### src/design/gpio_params.svh
// Register map, field positions and reset values of the three-port GPIO
`ifndef GPIO_PARAMS_SVH
`define GPIO_PARAMS_SVH
`define ADDR_PORT_A_LATCH 8'h00
`define ADDR_PORT_B_LATCH 8'h01
`define ADDR_PORT_C_LATCH 8'h02
`define ADDR_PORT_A_DIR 8'h04
`define ADDR_PORT_B_DIR 8'h05
`define ADDR_PORT_C_DIR 8'h06
`define ADDR_SHARE_CTRL 8'h07
`define PORT_A_WIDTH 7
`define PORT_B_WIDTH 8
`define PORT_C_WIDTH 5
`define CLKOUT_EN_BIT 7
`define CLKOUT_PIN 2
`define TIMER_PIN_LO 6
`define SHARE_CONV_EN_BIT 5
`define SHARE_TIMER0_BIT 6
`define SHARE_TIMER1_BIT 7
`define DIR_RESET 8'h00
`define SHARE_RESET 8'h00
`define CONV_CH_MSB 4
`endif

### src/design/gpio_pkg.sv
// Types shared by the GPIO design files
package gpio_pkg;
  typedef logic [7:0] byte_t;
  typedef enum logic [1:0] {
    PIN_GPIO = 2'b00,
    PIN_TIMER = 2'b01,
    PIN_CONV = 2'b10
  } pin_use_t;
endpackage : gpio_pkg

### src/design/gpio_sync.sv
// Two-flop synchroniser for a bus of pin inputs
`timescale 1ns/100ps
`default_nettype none
module gpio_sync #(
  parameter int W = 8
) (
  // Clock and reset
  input wire logic clk_sys,
  input wire logic rst_n,
  // Data
  input wire logic [W-1:0] async_in,
  output logic [W-1:0] sync_out
);
  logic [W-1:0] meta_q;
  always_ff @(posedge clk_sys or negedge rst_n) begin
    if (!rst_n) begin
      meta_q <= '0;
      sync_out <= '0;
    end else begin
      meta_q <= async_in;
      sync_out <= meta_q;
    end
  end
endmodule : gpio_sync
`default_nettype wire

### src/design/three_port_gpio.sv
// Three-port GPIO with converter, timer and clock-out pin sharing
//
// Added by the designer: the plain strobed port.
`include "gpio_params.svh"
`timescale 1ns/100ps
`default_nettype none
// How it works
// - Latch bit per pin, untouched by reset
// - Direction one drives pin, zero tristates
// - Reset clears all direction bits
// - Read gives latch if output, else pin
// - Writes always update latch
// - Converter wins over timer on shared pins
// - Converter pin reads zero when input
// - Channel select picks analog or GPIO
// - Timer select bits pick timer or GPIO
// - Shared pin drive ignores direction bit
// - Direction C bit seven drives clock out
// - Clock enable governs port C pin two
// - Reset clears C direction and clock enable
module three_port_gpio
  import gpio_pkg::*;
(
  // Clock and reset
  input wire logic clk_sys,
  input wire logic rstn,
  // Register port
  input wire logic [7:0] reg_addr,
  input wire logic [7:0] reg_wdata,
  input wire logic reg_wr,
  input wire logic reg_rd,
  output logic [7:0] reg_rdata,
  // Converter and timer requests
  input wire logic [`CONV_CH_MSB:0] converter_channel_select,
  input wire logic [1:0] timer_out,
  output logic [1:0] timer_in,
  // Port A pins
  input wire logic [`PORT_A_WIDTH-1:0] pa_in,
  output logic [`PORT_A_WIDTH-1:0] pa_out,
  output logic [`PORT_A_WIDTH-1:0] pa_oe,
  // Port B pins
  input wire logic [`PORT_B_WIDTH-1:0] pb_in,
  output logic [`PORT_B_WIDTH-1:0] pb_out,
  output logic [`PORT_B_WIDTH-1:0] pb_oe,
  output logic [`PORT_B_WIDTH-1:0] pb_analog,
  // Port C pins
  input wire logic [`PORT_C_WIDTH-1:0] pc_in,
  output logic [`PORT_C_WIDTH-1:0] pc_out,
  output logic [`PORT_C_WIDTH-1:0] pc_oe
);

  // ------------------------------------------------------------
  // Reset release
  // ------------------------------------------------------------
  logic rst_meta_q;
  logic rst_n_q;
  always_ff @(posedge clk_sys or negedge rstn) begin
    if (!rstn) begin
      rst_meta_q <= 1'b0;
      rst_n_q <= 1'b0;
    end else begin
      rst_meta_q <= 1'b1;
      rst_n_q <= rst_meta_q;
    end
  end

  // ------------------------------------------------------------
  // Pin synchronisers
  // ------------------------------------------------------------
  logic [`PORT_A_WIDTH-1:0] pa_sync;
  logic [`PORT_B_WIDTH-1:0] pb_sync;
  logic [`PORT_C_WIDTH-1:0] pc_sync;
  gpio_sync #(.W(`PORT_A_WIDTH)) u_sync_a (
    .clk_sys(clk_sys),
    .rst_n(rst_n_q),
    .async_in(pa_in),
    .sync_out(pa_sync)
  );
  gpio_sync #(.W(`PORT_B_WIDTH)) u_sync_b (
    .clk_sys(clk_sys),
    .rst_n(rst_n_q),
    .async_in(pb_in),
    .sync_out(pb_sync)
  );
  gpio_sync #(.W(`PORT_C_WIDTH)) u_sync_c (
    .clk_sys(clk_sys),
    .rst_n(rst_n_q),
    .async_in(pc_in),
    .sync_out(pc_sync)
  );

  // ------------------------------------------------------------
  // Decode
  // ------------------------------------------------------------
  wire sel_a_lat = reg_addr == `ADDR_PORT_A_LATCH;
  wire sel_b_lat = reg_addr == `ADDR_PORT_B_LATCH;
  wire sel_c_lat = reg_addr == `ADDR_PORT_C_LATCH;
  wire sel_a_dir = reg_addr == `ADDR_PORT_A_DIR;
  wire sel_b_dir = reg_addr == `ADDR_PORT_B_DIR;
  wire sel_c_dir = reg_addr == `ADDR_PORT_C_DIR;
  wire sel_share = reg_addr == `ADDR_SHARE_CTRL;

  // ------------------------------------------------------------
  // Registers
  // ------------------------------------------------------------
  // Latches have no reset so their content survives it
  logic [`PORT_A_WIDTH-1:0] port_a_latch_q;
  logic [`PORT_B_WIDTH-1:0] port_b_latch_q;
  logic [`PORT_C_WIDTH-1:0] port_c_latch_q;
  logic [7:0] port_a_direction_q;
  logic [7:0] port_b_direction_q;
  logic [7:0] port_c_direction_q;
  logic [7:0] share_ctrl_q;

  always_ff @(posedge clk_sys) begin
    if (reg_wr && sel_a_lat) begin
      port_a_latch_q <= reg_wdata[`PORT_A_WIDTH-1:0];
    end
    if (reg_wr && sel_b_lat) begin
      port_b_latch_q <= reg_wdata;
    end
    if (reg_wr && sel_c_lat) begin
      port_c_latch_q <= reg_wdata[`PORT_C_WIDTH-1:0];
    end
  end

  always_ff @(posedge clk_sys or negedge rst_n_q) begin
    if (!rst_n_q) begin
      port_a_direction_q <= `DIR_RESET;
      port_b_direction_q <= `DIR_RESET;
      port_c_direction_q <= `DIR_RESET;
      share_ctrl_q <= `SHARE_RESET;
    end else if (reg_wr) begin
      if (sel_a_dir) begin
        port_a_direction_q <= {1'b0, reg_wdata[`PORT_A_WIDTH-1:0]};
      end
      if (sel_b_dir) begin
        port_b_direction_q <= reg_wdata;
      end
      if (sel_c_dir) begin
        port_c_direction_q <= {reg_wdata[7], 2'b00,
                               reg_wdata[`PORT_C_WIDTH-1:0]};
      end
      if (sel_share) begin
        share_ctrl_q <= {reg_wdata[7:5], 5'b0_0000};
      end
    end
  end

  // ------------------------------------------------------------
  // Pin sharing on port B
  // ------------------------------------------------------------
  // Converter is only connected while its enable bit is set
  wire conv_en = share_ctrl_q[`SHARE_CONV_EN_BIT];
  wire [1:0] timer_en = {share_ctrl_q[`SHARE_TIMER1_BIT],
                         share_ctrl_q[`SHARE_TIMER0_BIT]};
  wire [7:0] conv_pin;
  wire [7:0] timer_pin;
  pin_use_t pin_use [`PORT_B_WIDTH];
  genvar gi;
  generate
    for (gi = 0; gi < `PORT_B_WIDTH; gi = gi + 1) begin : g_pb
      assign conv_pin[gi] = conv_en &&
        (converter_channel_select == (`CONV_CH_MSB+1)'(gi));
      if (gi >= `TIMER_PIN_LO) begin : g_tmr
        assign timer_pin[gi] = timer_en[gi-`TIMER_PIN_LO] &&
          !conv_pin[gi];
      end else begin : g_notmr
        assign timer_pin[gi] = 1'b0;
      end
      assign pin_use[gi] = conv_pin[gi] ? PIN_CONV :
        (timer_pin[gi] ? PIN_TIMER : PIN_GPIO);
    end
  endgenerate

  // ------------------------------------------------------------
  // Pin drive
  // ------------------------------------------------------------
  wire clkout_en = port_c_direction_q[`CLKOUT_EN_BIT];
  wire [7:0] pb_oe_d = port_b_direction_q & ~conv_pin & ~timer_pin;
  // Timer drive on its pins uses its own out value, not the direction
  wire [7:0] pb_timer_oe = timer_pin & {timer_out, 6'b00_0000};
  wire [7:0] pb_out_d = (port_b_latch_q & ~timer_pin) |
                        (timer_pin & {timer_out, 6'b00_0000});
  wire [`PORT_C_WIDTH-1:0] clk_mask = `PORT_C_WIDTH'(1 << `CLKOUT_PIN);
  wire [`PORT_C_WIDTH-1:0] pc_oe_d = clkout_en ?
    (port_c_direction_q[`PORT_C_WIDTH-1:0] | clk_mask) :
    port_c_direction_q[`PORT_C_WIDTH-1:0];

  // Clock toggles at half rate since outputs must be registered
  logic clk_div_q;
  always_ff @(posedge clk_sys or negedge rst_n_q) begin
    if (!rst_n_q) begin
      clk_div_q <= 1'b0;
      pa_out <= '0;
      pa_oe <= '0;
      pb_out <= '0;
      pb_oe <= '0;
      pb_analog <= '0;
      pc_out <= '0;
      pc_oe <= '0;
      timer_in <= '0;
    end else begin
      clk_div_q <= clkout_en ? !clk_div_q : 1'b0;
      pa_out <= port_a_latch_q;
      pa_oe <= port_a_direction_q[`PORT_A_WIDTH-1:0];
      pb_out <= pb_out_d;
      pb_oe <= pb_oe_d | pb_timer_oe;
      pb_analog <= conv_pin;
      pc_out <= clkout_en ?
        ((port_c_latch_q & ~clk_mask) | (clk_mask & {5{clk_div_q}})) :
        port_c_latch_q;
      pc_oe <= pc_oe_d;
      timer_in <= pb_sync[7:6] & timer_pin[7:6];
    end
  end

  // ------------------------------------------------------------
  // Read path
  // ------------------------------------------------------------
  wire [7:0] pa_rd = {1'b0, (port_a_direction_q[`PORT_A_WIDTH-1:0] &
    port_a_latch_q) | (~port_a_direction_q[`PORT_A_WIDTH-1:0] &
    pa_sync)};
  wire [7:0] pb_pin_val = pb_sync & ~conv_pin;
  wire [7:0] pb_rd = (port_b_direction_q & port_b_latch_q) |
    (~port_b_direction_q & pb_pin_val);
  wire [`PORT_C_WIDTH-1:0] pc_raw =
    (port_c_direction_q[`PORT_C_WIDTH-1:0] & port_c_latch_q) |
    (~port_c_direction_q[`PORT_C_WIDTH-1:0] & pc_sync);
  wire [7:0] pc_rd = {3'b000, clkout_en ? (pc_raw & ~clk_mask) :
    pc_raw};
  wire [7:0] rd_mux = sel_a_lat ? pa_rd :
    sel_b_lat ? pb_rd :
    sel_c_lat ? pc_rd :
    sel_a_dir ? port_a_direction_q :
    sel_b_dir ? port_b_direction_q :
    sel_c_dir ? port_c_direction_q :
    sel_share ? share_ctrl_q : 8'h00;

  always_ff @(posedge clk_sys or negedge rst_n_q) begin
    if (!rst_n_q) begin
      reg_rdata <= 8'h00;
    end else begin
      reg_rdata <= reg_rd ? rd_mux : 8'h00;
    end
  end

  // ------------------------------------------------------------
  // Checks
  // ------------------------------------------------------------
  dir_reset_a: assert property (@(posedge clk_sys)
    $rose(rst_n_q) |-> port_a_direction_q == 8'h00 &&
    port_b_direction_q == 8'h00)
    else $error("direction not cleared by reset");
  clk_reset_a: assert property (@(posedge clk_sys)
    $rose(rst_n_q) |-> !clkout_en && port_c_direction_q == 8'h00)
    else $error("port C direction not cleared");
  latch_wr_a: assert property (@(posedge clk_sys) disable iff (!rst_n_q)
    reg_wr && sel_b_lat |=> port_b_latch_q == $past(reg_wdata))
    else $error("latch write lost");
  oe_a_a: assert property (@(posedge clk_sys) disable iff (!rst_n_q)
    1'b1 |=> pa_oe == $past(port_a_direction_q[6:0]))
    else $error("port A drive mismatch");
  rd_a_a: assert property (@(posedge clk_sys) disable iff (!rst_n_q)
    reg_rd && sel_a_lat |=> reg_rdata == $past(pa_rd))
    else $error("port A read wrong");
  conv_rd_a: assert property (@(posedge clk_sys) disable iff (!rst_n_q)
    reg_rd && sel_b_lat && conv_en && converter_channel_select == 5'd3
    && !port_b_direction_q[3] |=> !reg_rdata[3])
    else $error("converter pin read not zero");
  conv_pri_a: assert property (@(posedge clk_sys) disable iff (!rst_n_q)
    conv_pin[7] |-> !timer_pin[7])
    else $error("timer kept converter pin");
  shared_oe_a: assert property (@(posedge clk_sys) disable iff (!rst_n_q)
    conv_pin[0] && $stable(conv_pin) |=> !pb_oe[0])
    else $error("converter pin driven");
  clk_oe_a: assert property (@(posedge clk_sys) disable iff (!rst_n_q)
    clkout_en |=> pc_oe[2])
    else $error("clock pin not driven");
  clk_rd_a: assert property (@(posedge clk_sys) disable iff (!rst_n_q)
    reg_rd && sel_c_lat && clkout_en |=> !reg_rdata[2])
    else $error("clock pin read not zero");

endmodule : three_port_gpio
`default_nettype wire

### config.mk
export PLATFORM = sky130hd
export DESIGN_NAME = three_port_gpio
export DESIGN_NICKNAME = d
export VERILOG_FILES = /design/src/design/gpio_pkg.sv /design/src/design/gpio_sync.sv /design/src/design/three_port_gpio.sv
export VERILOG_INCLUDE_DIRS = /design/src /design/src/design
export SDC_FILE = /design/constraint.sdc
export NUM_CORES = 1
export LEC_CHECK = 0
export BUFFER_PORTS_ARGS = -buffer_cell sky130_fd_sc_hd__buf_2
export CORE_ASPECT_RATIO = 1.1
export CORE_UTILIZATION = 48
export CTS_BUF_LIST = sky130_fd_sc_hd__clkbuf_8 sky130_fd_sc_hd__clkbuf_16
export CTS_CLUSTER_DIAMETER = 30
export DETAILED_ROUTE_END_ITERATION = 8
export PLACE_DENSITY = 0.72
export RECOVER_POWER = 50
export SLEW_MARGIN = 0
export SYNTH_ARGS = -nofsm -noshare
export SYNTH_HDL_FRONTEND = slang
export SYNTH_SLANG_ARGS = --single-unit
### constraint.sdc
create_clock -name clk_sys -period 3.7 [get_ports clk_sys]
set_clock_uncertainty 0.05 [all_clocks]
set_input_delay 0.74 -clock clk_sys [delete_from_list [all_inputs] [get_ports clk_sys]]
set_output_delay 0.74 -clock clk_sys [all_outputs]
set_load 0.02 [all_outputs]
# Yosys cells after proc, flatten, opt, wreduce, memory -nomap -nowiden
# Index checks and enable logic that the tools add are counted.
word_totals:
  regBits: 145
  out_inout_bits: 58
  inputBits: 47
op_classes:
  n_mux: 12
  bitwise: 23
  n_reduce_logical: 22
  eq_ne: 13
ops:
  columns: ["op", "n"]
  rows:
  - ["$mux 8", 8]
  - ["$and 8x8->8", 7]
  - ["$eq 8x3->1 const B", 4]
  - ["$not 8->8", 3]
  - ["$or 8x8->8", 3]
  - ["$eq 5x3->1 const B", 4]
  - ["$and 7x7->7", 2]
  - ["$logic_and 1x1->1", 13]
  - ["$and 5x5->5", 2]
  - ["$eq 5x2->1 const B", 2]
  - ["$eq 8x1->1 const B", 1]
  - ["$eq 8x2->1 const B", 1]
  - ["$logic_not 8->1", 1]
  - ["$reduce_and 2->1", 4]
  - ["$not 7->7", 1]
  - ["$or 7x7->7", 1]
  - ["$mux 3", 2]
  - ["$eq 5x1->1 const B", 1]
  - ["$logic_not 5->1", 1]
  - ["$mux 5", 1]
  - ["$not 5->5", 1]
  - ["$or 5x3->5", 1]
  - ["$or 5x5->5", 1]
  - ["$logic_not 1->1", 3]
  - ["2 further kinds", 2]

# Depth between registers and ports, before layout
# Gate-level depths: netlist of run 1.
logic_depth:
  word_depth: 9
  mapped_depth: 6
  ltp_nobuf: 5

# Cells and area by module
# A second synthesis of run 1 with hierarchy kept.
unflattened:
  hier_cells: 322
  hier_area_um2: 4991.0
by_module_without_submodules:
  columns: ["module", "area_each_um2", "cells_each", "n_inst"]
  rows:
  - ["three_port_gpio", 3990.1, 282, 1]
  - ["gpio_sync at u_sync_b", 400.4, 16, 1]
  - ["gpio_sync at u_sync_a", 350.3, 14, 1]
  - ["gpio_sync at u_sync_c", 250.2, 10, 1]

# Worst setup path after synthesis of run 1
# Ideal clock, no wire load.
synth_timing:
  path_kind: "in2reg"
  start: "input reg_addr[5]"
  end: "register port_a_latch_q[0], enable pin"
  t_arrival_ns: 2.277
  n_path_buf: 0
  path_slack_ns: 0.983
  cell_stages: 4
  required_ns: 3.260
  path_cell_list: "or4_4 > nor2_4 > nand2_1 > nor4_1"
synth_via:
  elab_chain_cells: 2
synth_rtl:
  columns: ["element", "line", "text"]
  rows:
  - ["from (decl)", "three_port_gpio.sv:28", "input wire logic [7:0] reg_addr,"]
  - ["$logic_not 8->1 (no line)", null, null]
  - ["$logic_and 1x1->1", "three_port_gpio.sv:116", "if (reg_wr && sel_a_lat) begin"]
  - ["to (signal assigned)", "three_port_gpio.sv:117", "port_a_latch_q <= reg_wdata[`PORT_A_WIDTH-1:0];"]
  - ["to (decl)", "three_port_gpio.sv:107", "logic [`PORT_A_WIDTH-1:0] port_a_latch_q;"]
# Every way passes these cells.
# A chain may end at the register's enable or synchronous reset.

# Worst setup path in the final report of run 1
layout_timing:
  start: "input reg_addr[5]"
  end: "register port_c_latch_q[0], enable pin"
layout_via:
  elab_chain_cells: 2
layout_rtl:
  columns: ["element", "line", "text"]
  rows:
  - ["$eq 8x2->1 (no line)", null, null]
  - ["$logic_and 1x1->1", "three_port_gpio.sv:122", "if (reg_wr && sel_c_lat) begin"]
  - ["to (signal assigned)", "three_port_gpio.sv:123", "port_c_latch_q <= reg_wdata[`PORT_C_WIDTH-1:0];"]
  - ["to (decl)", "three_port_gpio.sv:109", "logic [`PORT_C_WIDTH-1:0] port_c_latch_q;"]
# Every way passes these cells.

==> results by group, run 1 <==
CTS
  – Hold_buf cts: 1
  – H-tree Lvls: 4
  – CTS Buffer Depth: 2
  – CTS root buf: clkbuf_8
  – Total setup buffers inserted after CTS: 0
  – TritonCTS Sinks: 145
  – CTS resizes: 0
  – Num CTS Buffers: 17
  – Clk slew on worst S/H paths: 60 ps
  – Clock Latency Late Sink: 530 ps
  – CTS tree: yes

GRT
  – Largest net degree at the start of global routing: 71
  – Grt total ovfl: 0
  – First-pass GRT wire length: 15.9 mm
  – Total Routing Usage GR: 20.6%
  – Vias in the first global route: 3036
  – Initial antenna violation count: 0

Power
  – Worst IR drop on VDD: 0.367 mV
  – Sw Ratio: 21.6%
  – Int Power: 0.00273 W
  – Part of the power in registers: 49.0%
  – Pwr Total: 0.00348 W
  – Clock group share of total power: 46.5%
  – Leak: 3.04 nW
  – Pwr/cell area: 557 nW/µm²
  – NetSw: 0.000750 W
  – Part of the power in combinational logic: 4.5%

Status
  – Status: finished, violations left
  – Failing checks: capacitance limit, slew limit

Timing
  – RSZ-0062 raised after global routing: no
  – Worst hold slack: 262 ps
  – Fin crit period: 2490 ps
  – Worst-Margin Slew: 2110 ps
  – Post-route setup TNS: 0 ps
  – PnR worst setup slack: 1210 ps
  – Relative slew slack: -40.6%
  – Hold Vio Cnt, Final: 0
  – Final period utilization: 67.3%
  – Slew Viols, Final: 54
  – Setup-failing EPs final: 0
  – Highest achievable clock rate: 0.401 GHz

Synth
  – Synth top cells by count: 125 x dfrtp_1, 28 x mux2_2, 22 x mux2i_1
  – Unique masters post-synth: 43
  – Main flop type after synthesis: dfrtp_1
  – Number of synthesized register bits: 145
  – FFs w/ async S/R, synth: 86.2%
  – Number of flops mapped to enable cells by yosys: 20
  – Syn Area/Cell: 15.9 µm²
  – Synth Net Count: 362
  – Sequential share of the synthesized area: 74.7%
  – Mapped cell area: 4990 µm²
  – Gate Count Post-Synth: 315
  – Share of the synthesized area in the top cell type: 62.6%
  – Top-count cell post-synth: dfrtp_1
  – Synth area leaders: dfrtp_1 63%, edfxtp_1 12%, mux2_2 6.3%, mux2i_1 4.4%, nand2_1 1.4%
  – Cell taking the most area after synthesis: dfrtp_1
  – Ys Warns: 0

Critical path
  – WP data arrival: 2580 ps
  – Buf/Inv on CP: 1
  – CP peak stage delay: 890 ps
  – Crit path max-delay family: simple AND/OR/NAND/NOR gates
  – Worst-path fanout max: 6
  – Crit path max-delay cell type: nor3_1
  – CP Capture Type: flip-flop
  – Critical Path RT: 3790 ps
  – Crit path cell chain: buf_2 > or4_4 > nor2_4 > nand2_1 > nor3_1
  – Critical path class: input port to flip-flop
  – CP Launch Type: input port

Finish
  – Share of cells above drive strength 1: 36.5%
  – Antenna Cells: 0
  – NumNets Final: 481
  – Area delta synth->final: 25.1%

Placement
  – Post-DP HPWL: 6.60 mm
  – I/O Buffers: 104
  – Global placer's final weighted congestion: 0.796
  – Pre-CTS setup slack: 653 ps

Floorplan
  – Chip height: 109 µm
  – Die area: 10800 µm²
  – # rows: 38
  – # IOs: 105
  – Initial Utilization: 50.0%
  – Core Box Area: 9980 µm²
  – Die W: 99.3 µm

Route
  – WL/cell: 17.9 µm
  – DRC Markers: 0
  – Via density per instance: 5.24
  – Initial drt markers: 250
  – Detail Route Antenna Nets: 0
  – Vias: 2971
  – Drt pass-1 iters: 4
  – Final wirelength: 10.2 mm

Hold path
  – Hold WC Path Type: input port to flip-flop

Flow run
  – Max-Cap Viols: 1
-- area by class of cell --
cell class	instances	area, µm²
inverters	9	33.8
repair buffers	108	554
fillers	749	3740
clock inverters	11	83.8
clock buffers	21	492
well taps	120	150
multi-input cells	153	1200
flip-flops and latches	145	3730
-- metrics by stage --
step	cells	instance area [µm²]	util, %
6_report	567	6250	62.6
5_1_grt	567	6250	62.6
4_1_cts	567	6260	62.7
3_5_place_dp	534	5680	56.9
3_3_place_gp	534	5680	56.9
2_1_floorplan	315	4990	-
-- layer usage --
metal  routed length, µm  track usage, %
met1                4270            26.5
met2                5110            32.2
met3                 529            5.71
met4                 242            11.0
met5                   0               0
-- registers in the layout, indices dropped and copies added, names as in the netlist, 8 cells and up --
| name | count |
|---|---|
| pb_analog | 8 |
| pb_oe | 8 |
| pb_out | 8 |
| port_b_direction_q | 8 |
| port_b_latch_q | 8 |
| reg_rdata | 8 |
| u_sync_b.meta_q | 8 |
| u_sync_b.sync_out | 8 |
-- layout by cell type, fill, tap and decap left out, drive strengths merged, types with 2 or more instances in the layout --
master,Yosys,routed
a22o,4,4
buf,3,98
clkinv,0,5
nor3b,2,2
o21a,3,3
mux2,28,28
nand3b,5,5
mux2i,22,22
o21ai,3,3
clkinvlp,0,2
nor2b,6,6
nand3,4,4
o221ai,4,4
nor2,10,10
edfxtp,20,20
and2,6,6
and3b,5,5
inv,9,12
or4,2,2
nand2,19,19
a21oi,7,7
clkbuf,5,30
o22ai,3,3
and3,3,3
dfrtp,125,125
a211oi,2,2
o31a,2,2
nor3,2,2
-- worst paths after layout --
check	slack, ps	start	cells after the start	endpoint
worst max-delay path	1210	reg_addr[5]	5	port_c_latch_q[0]
min in group asynchronous	480	rstn	2	rst_meta_q
worst min-delay path	260	pc_in[1]	1	u_sync_c.meta_q[1]
worst max register to register	1530	rst_n_q	0	u_sync_c.meta_q[3]
max in group asynchronous	1530	rst_n_q	0	u_sync_c.meta_q[3]
worst min register to register	300	u_sync_c.meta_q[2]	0	u_sync_c.sync_out[2]
-- power by group through the flow --
stage	Sequential (W)	Combinational [W]	Clock (W)
2_1_floorplan	0.00175	0.0000620	0
3_3_place_gp	0.00173	0.000152	0
3_5_place_dp	0.00173	0.000156	0
4_1_cts	0.00171	0.000159	0.00165
5_1_grt	0.00171	0.000170	0.00172
6_report	0.00170	0.000155	0.00162
-- cells by family after synthesis --
group	after synthesis	synth area share, %
flops	145	74.7
simple gates	70	8.70
mux	50	10.7
compound gates	32	4.51
buf+inv	17	1.33
other cells	1	0.0751
No activity file was read; power rests on OpenSTA's default activity.
==> run 2, diff against run 1 <==
- CORE_UTILIZATION: 48 -> 53
- PLACE_DENSITY: 0.72 -> 0.76
- clock period: 3.7 -> 2.35 ns (I/O delays scaled with it)
==> results by group, run 2 (same netlist as run 1, synthesis figures left out) <==
Route
  – Final wirelength: 10.6 mm
  – WL/cell: 17.9 µm
  – Detail Route Antenna Nets: 0
  – Initial drt markers: 198
  – Vias: 3137
  – Via density per instance: 5.29
  – Drt pass-1 iters: 5
  – DRC Markers: 0

Power
  – Sw Ratio: 20.7%
  – Clock group share of total power: 49.2%
  – Part of the power in registers: 45.9%
  – Worst IR drop on VDD: 0.561 mV
  – Int Power: 0.00460 W
  – Part of the power in combinational logic: 4.9%
  – NetSw: 0.00121 W
  – Leak: 3.21 nW
  – Pwr/cell area: 883 nW/µm²

Timing
  – Highest achievable clock rate: 0.473 GHz
  – Setup-failing EPs final: 0
  – Fin crit period: 2110 ps
  – Worst-Margin Slew: 1600 ps
  – Final period utilization: 90.0%
  – Slew Viols, Final: 124
  – Hold Vio Cnt, Final: 0
  – RSZ-0062 raised after global routing: no
  – Relative slew slack: -6.45%
  – Post-route setup TNS: 0 ps

GRT
  – Grt total ovfl: 0
  – Largest net degree at the start of global routing: 124
  – Initial antenna violation count: 0
  – Total Routing Usage GR: 23.7%
  – First-pass GRT wire length: 16.7 mm
  – Vias in the first global route: 3241

Placement
  – Global placer's final weighted congestion: 0.808
  – I/O Buffers: 104
  – Post-DP HPWL: 6.88 mm

Hold path
  – Hold path cells: 1
  – Hold WC Path Type: input port to flip-flop

Finish
  – NumNets Final: 513
  – Antenna Cells: 0
  – Filler cells: 616
  – Area delta synth->final: 31.7%
  – FF/Latch Area: 3730 µm²
  – Share of cells above drive strength 1: 37.4%
  – Core Util, Final: 73.0%
  – Most common library cell in the layout ignoring fill and taps: dfrtp_1
  – Most frequent cells in the layout: 124 x dfrtp_1, 95 x buf_2, 28 x mux2_2, 22 x mux2i_1, 20 x edfxtp_1
  – Area occupied by multi-input gates: 1200 µm²

Floorplan
  – Core Box Area: 9010 µm²
  – # IOs: 105
  – Die W: 94.6 µm
  – Initial Utilization: 55.4%
  – # rows: 36
  – Die area: 9810 µm²
  – Chip height: 104 µm

CTS
  – TritonCTS Sinks: 145
  – Clock Latency Late Sink: 520 ps
  – Total setup buffers inserted after CTS: 0
  – CTS Buffer Depth: 2
  – CTS root buf: clkbuf_8
  – H-tree Lvls: 4
  – Clk slew on worst S/H paths: 60 ps
  – Num CTS Buffers: 17
  – CTS tree: yes

Status
  – Failing checks: capacitance limit, slew limit
  – Status: finished, violations left

Critical path
  – Reg2reg path depth: 5
  – Critical path class: flip-flop to flip-flop
  – WP data arrival: 2440 ps
  – CP Depth: 5
  – Crit path cell chain: nor4bb_1 > nand3b_1 > and3b_1 > a21oi_1 > o221ai_1
  – CP Launch Type: flip-flop
  – Crit path max-delay cell type: nor4bb_1
  – CP peak stage delay: 650 ps
  – CP Capture Type: flip-flop
  – Critical Path RT: 2680 ps
  – Buf/Inv on CP: 0
  – Worst-path fanout max: 4
  – Crit path max-delay family: simple AND/OR/NAND/NOR gates

Flow run
  – Max-Cap Viols: 1
==> run 2: changes by cell type in the layout (fill, tap and decap cells not counted), sizes merged <==
| cell | previous run | this run |
|---|---|---|
| dlygate4sd3 | 1 | 18 |
| buf | 98 | 112 |
| bufinv | 1 | 5 |
| clkinv | 5 | 2 |
| clkbuf | 30 | 28 |
| clkinvlp | 2 | 3 |
| inv | 12 | 13 |
==> run 2: per-stage QoR <==
stage | hold slack, ps | worst slack, ps | instances | instance area [µm²] | power [W]
6_report | 19.7 | 236 | 593 | 6580 | 0.00581
3_5_place_dp | 208 | 23.7 | 543 | 5780 | 0.00298
2_1_floorplan | 124 | 185 | 315 | 5000 | 0.00286
4_1_cts | 5.91 | 290 | 593 | 6600 | 0.00584
5_1_grt | 4.39 | 155 | 593 | 6580 | 0.00600
3_3_place_gp | 205 | 19.9 | 543 | 5780 | 0.00297
==> run 2: cell type report <==
cell class                 count  share of cell area (%)
inverter                       9                   0.514
sequential                   145                    56.7
timing repair buffer         140                    12.5
clock buffer                  18                    6.50
clock inverter                14                    3.23
tap                          114                    2.17
multi-input combinational    153                    18.3
==> run 2: power by group through the flow <==
| stage | sequential (W) | combinational [W] | clock [W] |
|---|---|---|---|
| after global placement | 0.00271 | 0.000261 | 0 |
| final | 0.00267 | 0.000285 | 0.00286 |
| after CTS | 0.00267 | 0.000294 | 0.00288 |
| after detailed placement | 0.00271 | 0.000267 | 0 |
| after global routing | 0.00268 | 0.000312 | 0.00301 |
| after floorplan | 0.00276 | 0.0000981 | 0 |
==> run 2: final timing paths <==
kind / from / endpoint / slack (ps)
max: share_ctrl_q[5] / reg_rdata[3] / 240
max reg2reg: share_ctrl_q[5] / reg_rdata[3] / 240
min reg2reg: u_sync_a.meta_q[3] / u_sync_a.sync_out[3] / 300
min: pc_in[4] / u_sync_c.meta_q[4] / 20
max in group asynchronous: rst_n_q / u_sync_b.sync_out[6] / 460
min in group asynchronous: rstn / rst_n_q / 220
==> run 2: what timing repair did <==
action                                  in CTS  in global routing
gates resized for setup                      0                  0
hold buffers                                18                  0
endpoints found under the setup margin       0                  0
endpoints found under the hold margin       19                  0
==> run 2: metal layers <==
layer | routed length (µm) | vias up | track usage [%]
met1 | 4360 | 1618 | 30.6
li1 | - | 1416 | -
met5 | 0 | - | 0
met4 | 163 | 0 | 9.20
met2 | 5640 | 90 | 39.1
met3 | 452 | 13 | 5.29
